==> src/design/pwm_steer_pkg.sv <==
// Constants for the PWM delay, restart and steering output stage
package pwm_steer_pkg;
  localparam logic [1:0] ADDR_DELAY_CTRL  = 2'h0;
  localparam logic [1:0] ADDR_STEER_CTRL  = 2'h1;
  localparam logic [1:0] ADDR_CCP_CTRL    = 2'h2;
  localparam logic [1:0] ADDR_STATUS      = 2'h3;
  localparam int         RESTART_BIT      = 7;
  localparam int         SYNC_BIT         = 4;
  localparam int         STEER_LSB        = 0;
  localparam int         STEER_MSB        = 3;
  localparam int         POL_LSB          = 0;
  localparam int         MODE_LSB         = 2;
  localparam int         CFG_LSB          = 6;
  localparam logic [7:0] DELAY_CTRL_RST   = 8'h00;
  localparam logic [7:0] STEER_CTRL_RST   = 8'h01;
  localparam logic [7:0] CCP_CTRL_RST     = 8'h00;
  localparam logic [7:0] STEER_WR_MASK    = 8'h1f;
  localparam logic [1:0] MODE_PWM         = 2'h3;
  localparam logic [1:0] CFG_SINGLE       = 2'h0;
  localparam int         CLK_PER_INSTR    = 4;
endpackage

==> src/design/pwm_steer_top.sv <==
// PWM output stage: active-edge delay, auto restart and four-pin steering
`timescale 1ns/1ps
module pwm_steer_top #(
  parameter int DELAY_W = 7
) (
  input  wire logic       mclk_in,
  input  wire logic       rst_n_in,
  input  wire logic       ce_in,
  input  wire logic [1:0] addr_in,
  input  wire logic [7:0] wdata_in,
  input  wire logic       wr_in,
  input  wire logic       rd_in,
  output logic      [7:0] rdata_out,
  input  wire logic       pwm_raw_in,
  input  wire logic       period_start_in,
  input  wire logic       fault_in,
  input  wire logic [3:0] port_data_in,
  output logic      [3:0] pin_out,
  output logic      [3:0] pwm_active_out
);
  ////////////////////////////////////////////////////////////////////////////
  logic [7:0]         delay_ctrl_r;
  logic [4:0]         steer_ctrl_r;
  logic [7:0]         ccp_ctrl_r;
  logic [4:0]         steer_live_r;
  logic               steer_pend_r;
  logic               shutdown_r;
  logic [1:0]         phase_r;
  logic               tick;
  logic               pwm_dly;
  logic               steer_ok;
  logic               pwm_pol;
  logic               sw_clr_sd;

  // Count field width is fixed by the register layout
  if (DELAY_W != 7)
  begin : g_width_chk
    $error("DELAY_W must match the seven-bit count field");
  end

  assign tick      = (phase_r == 2'(pwm_steer_pkg::CLK_PER_INSTR - 1));
  assign sw_clr_sd = wr_in && addr_in == pwm_steer_pkg::ADDR_STATUS && !wdata_in[0];
  assign steer_ok  = ccp_ctrl_r[pwm_steer_pkg::MODE_LSB +: 2] == pwm_steer_pkg::MODE_PWM
                  && ccp_ctrl_r[pwm_steer_pkg::CFG_LSB +: 2] == pwm_steer_pkg::CFG_SINGLE;
  // Polarity bit (bit 0) set means active-low on these pins
  assign pwm_pol   = (pwm_dly & ~shutdown_r) ^ ccp_ctrl_r[pwm_steer_pkg::POL_LSB];

  ////////////////////////////////////////////////////////////////////////////
  // Instruction-cycle phase counter
  always_ff @(posedge mclk_in or negedge rst_n_in)
  begin
    if (!rst_n_in)
      phase_r <= 2'h0;
    else if (ce_in)
      phase_r <= phase_r + 2'h1;
  end

  ////////////////////////////////////////////////////////////////////////////
  // Register writes
  always_ff @(posedge mclk_in or negedge rst_n_in)
  begin
    if (!rst_n_in)
    begin
      delay_ctrl_r <= pwm_steer_pkg::DELAY_CTRL_RST;
      steer_ctrl_r <= pwm_steer_pkg::STEER_CTRL_RST[4:0];
      ccp_ctrl_r   <= pwm_steer_pkg::CCP_CTRL_RST;
    end
    else if (ce_in && wr_in)
    begin
      unique case (addr_in)
        pwm_steer_pkg::ADDR_DELAY_CTRL: delay_ctrl_r <= wdata_in;
        pwm_steer_pkg::ADDR_STEER_CTRL: steer_ctrl_r <= wdata_in[4:0];
        pwm_steer_pkg::ADDR_CCP_CTRL:   ccp_ctrl_r   <= wdata_in;
        default:                        ;
      endcase
    end
  end

  ////////////////////////////////////////////////////////////////////////////
  // Steering update timing; a write arms the pending flag
  always_ff @(posedge mclk_in or negedge rst_n_in)
  begin
    if (!rst_n_in)
    begin
      steer_live_r <= pwm_steer_pkg::STEER_CTRL_RST[4:0];
      steer_pend_r <= 1'b0;
    end
    else if (ce_in)
    begin
      if (wr_in && addr_in == pwm_steer_pkg::ADDR_STEER_CTRL)
        steer_pend_r <= 1'b1;
      else if (steer_pend_r)
      begin
        if (steer_ctrl_r[pwm_steer_pkg::SYNC_BIT] ? period_start_in : tick)
        begin
          steer_live_r <= steer_ctrl_r;
          steer_pend_r <= 1'b0;
        end
      end
    end
  end

  ////////////////////////////////////////////////////////////////////////////
  // Shutdown status: fault sets, restart or software clears; set wins
  always_ff @(posedge mclk_in or negedge rst_n_in)
  begin
    if (!rst_n_in)
      shutdown_r <= 1'b0;
    else if (ce_in)
    begin
      if (fault_in)
        shutdown_r <= 1'b1;
      else if (delay_ctrl_r[pwm_steer_pkg::RESTART_BIT] && period_start_in)
        shutdown_r <= 1'b0;
      else if (sw_clr_sd)
        shutdown_r <= 1'b0;
    end
  end

  ////////////////////////////////////////////////////////////////////////////
  pwm_edge_delay #(
    .CNT_W    (DELAY_W)
  ) u_delay (
    .mclk_in  (mclk_in),
    .rst_n_in (rst_n_in),
    .ce_in    (ce_in),
    .tick_in  (tick),
    .delay_in (delay_ctrl_r[DELAY_W-1:0]),
    .pwm_in   (pwm_raw_in),
    .pwm_out  (pwm_dly)
  );

  ////////////////////////////////////////////////////////////////////////////
  // Per-pin output mux
  for (genvar i = 0; i < 4; i++)
  begin : g_pin
    always_ff @(posedge mclk_in or negedge rst_n_in)
    begin
      if (!rst_n_in)
      begin
        pin_out[i]        <= 1'b0;
        pwm_active_out[i] <= 1'b0;
      end
      else if (ce_in)
      begin
        if (steer_ok && steer_live_r[pwm_steer_pkg::STEER_LSB + i])
        begin
          pin_out[i]        <= pwm_pol;
          pwm_active_out[i] <= 1'b1;
        end
        else
        begin
          pin_out[i]        <= port_data_in[i];
          pwm_active_out[i] <= 1'b0;
        end
      end
    end
  end

  ////////////////////////////////////////////////////////////////////////////
  // Read data, one cycle after the strobe
  always_ff @(posedge mclk_in or negedge rst_n_in)
  begin
    if (!rst_n_in)
      rdata_out <= 8'h00;
    else if (ce_in)
    begin
      if (rd_in)
      begin
        unique case (addr_in)
          pwm_steer_pkg::ADDR_DELAY_CTRL: rdata_out <= delay_ctrl_r;
          pwm_steer_pkg::ADDR_STEER_CTRL: rdata_out <= {3'h0, steer_ctrl_r};
          pwm_steer_pkg::ADDR_CCP_CTRL:   rdata_out <= ccp_ctrl_r;
          default:                        rdata_out <= {7'h00, shutdown_r};
        endcase
      end
      else
        rdata_out <= 8'h00;
    end
  end
endmodule

==> src/design/pwm_edge_delay.sv <==
// Delays the rising edge of a PWM level by a programmable count of ticks
`timescale 1ns/1ps
module pwm_edge_delay #(
  parameter int CNT_W = 7
) (
  input  wire logic             mclk_in,
  input  wire logic             rst_n_in,
  input  wire logic             ce_in,
  input  wire logic             tick_in,
  input  wire logic [CNT_W-1:0] delay_in,
  input  wire logic             pwm_in,
  output logic                  pwm_out
);
  logic [CNT_W-1:0] cnt_r;

  // Refused at elaboration, not at run time
  if (CNT_W < 1)
  begin : g_width_chk
    $error("CNT_W must be at least 1");
  end

  // Rising edges wait, falling edges pass at once
  always_ff @(posedge mclk_in or negedge rst_n_in)
  begin
    if (!rst_n_in)
    begin
      cnt_r   <= '0;
      pwm_out <= 1'b0;
    end
    else if (ce_in)
    begin
      if (!pwm_in)
      begin
        pwm_out <= 1'b0;
        cnt_r   <= '0;
      end
      else if (!pwm_out && tick_in)
      begin
        if (cnt_r >= delay_in)
          pwm_out <= 1'b1;
        else
          cnt_r <= cnt_r + 1'b1;
      end
    end
  end
endmodule

==> config.mk <==
export PLATFORM = sky130hd
export DESIGN_NAME = pwm_steer_top
export DESIGN_NICKNAME = d
export VERILOG_FILES = /design/src/design/pwm_steer_pkg.sv /design/src/design/pwm_steer_top.sv /design/src/design/pwm_edge_delay.sv
export SDC_FILE = /design/constraint.sdc
export NUM_CORES = 1
export LEC_CHECK = 0
export ABC_AREA = 1
export BUFFER_PORTS_ARGS = -buffer_cell sky130_fd_sc_hd__buf_2
export CORE_ASPECT_RATIO = 0.7
export CORE_UTILIZATION = 50
export DETAILED_ROUTE_END_ITERATION = 8
export PLACE_DENSITY = 0.74
export SLEW_MARGIN = 20
export SYNTH_ARGS = -nofsm -noshare
export SYNTH_HDL_FRONTEND = slang
export SYNTH_SLANG_ARGS = --single-unit
==> constraint.sdc <==
create_clock -name mclk_in -period 4.4 [get_ports mclk_in]
set_input_delay 0.44 -clock mclk_in [delete_from_list [all_inputs] [get_ports mclk_in]]
set_output_delay 0.44 -clock mclk_in [all_outputs]
set_load 0.05 [all_outputs]
==> impl_metrics.py <==
metrics = {
    "outcome": {
        "outcome": "complete, no violations",
    },
    "critical_path": {
        "worstReg2RegEnd": "u_delay.cnt_r[6]$_DFFE_PN0P_",
        "worst_setup_path_end_kind": "register",
        "worst-r2r-cell-count": 12,
        "startpoint_type": "register",
        "slowest_stage": "dfrtp_1",
        "path_common_cell": "nand2_1",
        "crit_arrival_ns": 1.93,
        "ff2ff_setup_slack_ns": 2.67,
        "path_class": "register to register",
        "crit_fanout": 8,
        "r2r_start": "u_delay.cnt_r[0]$_DFFE_PN0P_",
        "cp.required_ns": 4.60,
        "path_cells": "inv_1 > ha_1 > inv_1 > nand2_1 > nand2_1 > nand2_1 > nand2_1 > nand2_1 > nand2_2 > nand2_2 > nand2_1 > nand2_1",
        "cpPeakStageDelay_ns": 0.49,
    },
    "clock_network": {
        "clkTransAtPathRegs_ns": 0.09,
        "cts_resized": 0,
        "hold_buffers": 0,
        "cts.sinks": 53,
        "cts_buffers": 5,
        "cts_setup_buffers": 0,
        "h-tree-depth": 2,
        "clockBufferDepth": 2,
        "insertion_delay_ns": 0.31,
        "cts_tree": "built",
        "clock-root-buffer": "clkbuf_8",
    },
    "sta": {
        "tightestPinTransition_ns": 0.659,
        "setup_viol": 0,
        "fmax_mhz": 577,
        "min_period_ns": 1.73,
        "hold_violations": 0,
        "rsz0062_at_grt": "false",
        "finalSetupTns_ns": 0,
        "clock_skew_ns": 0.00625,
        "post-route-period-util_pct": 39.4,
        "slew_headroom_pct": 56.1,
        "slew_violations": 0,
    },
    "global_routing": {
        "grt_max_degree": 54,
        "grt_pass1_vias": 2043,
        "track_usage_pct": 22.0,
        "grt-ovfl-total": 0,
        "antenna_found_initial": 0,
        "grt_pass1_wl_um": 9890,
    },
    "drt": {
        "drt_drc_violations_left": 0,
        "drt_iter0_drc": 118,
        "ant_nets": 0,
        "wl_um": 5760,
        "viasPerCell": 4.97,
        "wl_per_cell_um": 13.2,
        "route.vias.total": 2176,
        "dr.pass1.iters": 4,
    },
    "power": {
        "switching_share_pct": 34.6,
        "pwr-share-comb_pct": 26.0,
        "ir_drop_mv": 0.278,
        "leakage_nw": 1.63,
        "p_sw_mw": 0.474,
        "power_frac_clock_pct": 24.8,
        "p_int_mw": 0.896,
        "sequentialPowerShare_pct": 49.2,
        "p_per_area_nw_per_um2": 443,
    },
    "worst_hold_path": {
        "hold_path.class": "input port to asynchronous set/reset pin",
    },
    "floorplan": {
        "rows": 22,
        "die-area_um2": 5790,
        "die_h_um": 64.0,
        "fp.dieW_um": 90.5,
        "coreArea_um2": 5260,
        "initial_core_util_pct": 52.2,
        "io_pins": 38,
    },
    "logic_synthesis": {
        "ys_seq_area_share_pct": 48.4,
        "synth_cell_type_count": 28,
        "synth-main-ff-cell": "dfrtp_1",
        "async_flop_share_pct": 100,
        "syn_area_um2": 2740,
        "synth_edf_count": 0,
        "synth_top_area_share_pct": 46.5,
        "avgSynthCellArea_um2": 8.39,
        "synthMostInstantiatedCell": "nand2_1",
        "synth_common_cells": "nand2_1, dfrtp_1, inv_1, o21ai_0, nand3_1",
        "syn_nets": 358,
        "postSynthCellCount": 327,
        "ys_ff_latch": 53,
        "yosysTopAreaCell": "dfrtp_1",
        "yosys_warnings": 0,
        "yosys-top-cells-area": "dfrtp_1, nand2_1, o21ai_2",
    },
    "cells_and_area": {
        "final_util_pct": 58.8,
        "synthToLayoutAreaGrowth_pct": 12.7,
        "drive_gt1_share_pct": 21.0,
        "finalNetCount": 396,
        "antennaDiodeCount": 0,
    },
    "place": {
        "place_hpwl_um": 4210,
        "port_buffers": 37,
        "gp_congestion": 0.843,
    },
    "flow_run": {
        "maxCapViolCount": 0,
    },
}
-- state kept, by name, indices dropped and copies added (netlist names) --
signal           cells
ccp_ctrl_r           8
delay_ctrl_r         8
rdata_out            8
u_delay.cnt_r        7
steer_ctrl_r         5
pin_out              4
pwm_active_out       4
steer_live_r         4
phase_r              2
shutdown_r           1
steer_pend_r         1
u_delay.pwm_out      1
-- metal layers --
layer  vias up  track usage, %  routed length [µm]
met5         -               0                   0
met4         0            5.44                  35
met3         4            4.05                 315
met2        51            32.5                2380
met1       996            33.4                3040
li1       1125               -                   -
-- power by group through the flow --
stage	Sequential, mW	Clock [mW]	Combinational, mW
after floorplan	0.695	0	0.235
final	0.674	0.340	0.356
after global routing	0.687	0.369	0.407
after CTS	0.671	0.349	0.356
after global placement	0.678	0	0.344
after detailed placement	0.680	0	0.354
-- layout by cell type (no fill, tap or decap), types with 9 or more instances in the layout --
master and instances:
a21oi_1 16, o21ai_2 15, nand3_1 18, ha_1 9, nand2_1 109, nor2_1 17, dfrtp_1 51, buf_2 37
o21ai_0 21, inv_1 34
-- layout make-up --
cell class                 count  area [µm²]
inverter                      38         148
timing repair buffer          38         193
multi-input combinational    229        1220
sequential                    53        1330
fill                         481        2170
clock inverter                 1        30.0
tap                           72        90.1
clock buffer                   7        86.3
-- worst max path at each step --
stage,startpoint,end,slack (ns)
2_1_floorplan,u_delay.cnt_r[6]$_DFFE_PN0P_,u_delay.cnt_r[2]$_DFFE_PN0P_,2.92
3_3_place_gp,u_delay.cnt_r[0]$_DFFE_PN0P_,u_delay.cnt_r[4]$_DFFE_PN0P_,2.75
3_5_place_dp,u_delay.cnt_r[0]$_DFFE_PN0P_,u_delay.cnt_r[6]$_DFFE_PN0P_,2.70
4_1_cts,u_delay.cnt_r[0]$_DFFE_PN0P_,u_delay.cnt_r[6]$_DFFE_PN0P_,2.69
5_1_grt,u_delay.cnt_r[0]$_DFFE_PN0P_,u_delay.cnt_r[6]$_DFFE_PN0P_,2.52
6_report,u_delay.cnt_r[0]$_DFFE_PN0P_,u_delay.cnt_r[6]$_DFFE_PN0P_,2.67
-- through the flow --
stage	hold WS, ns	power (mW)	instances	worst slack, ns	cell area [µm²]
after CTS	0.269	1.38	438	2.69	3090
after floorplan	0.144	0.930	327	2.92	2740
after detailed placement	0.461	1.03	430	2.70	2980
after global routing	0.291	1.46	438	2.52	3090
final	0.246	1.37	438	2.67	3090
after global placement	0.459	1.02	430	2.75	2980
-- logic make-up after synthesis --
family / count (synthesis) / share of synthesized area [%]
AOI/OAI and AO/OA: 61 / 14.6
xor gates and xnor gates: 5 / 1.60
adders and majority gates: 9 / 4.10
buffers and inverters: 45 / 7.25
DFF: 53 / 48.4
and+or+nand+nor: 154 / 24.0
-- critical path: cells and delay by family, from the launching register on --
family	cells	cell delay, ns
buffers and inverters	2	0.14
adders and majority gates	1	0.28
and+or+nand+nor	9	0.74
DFF	1	0.49
(Power assumes the default switching activity.)
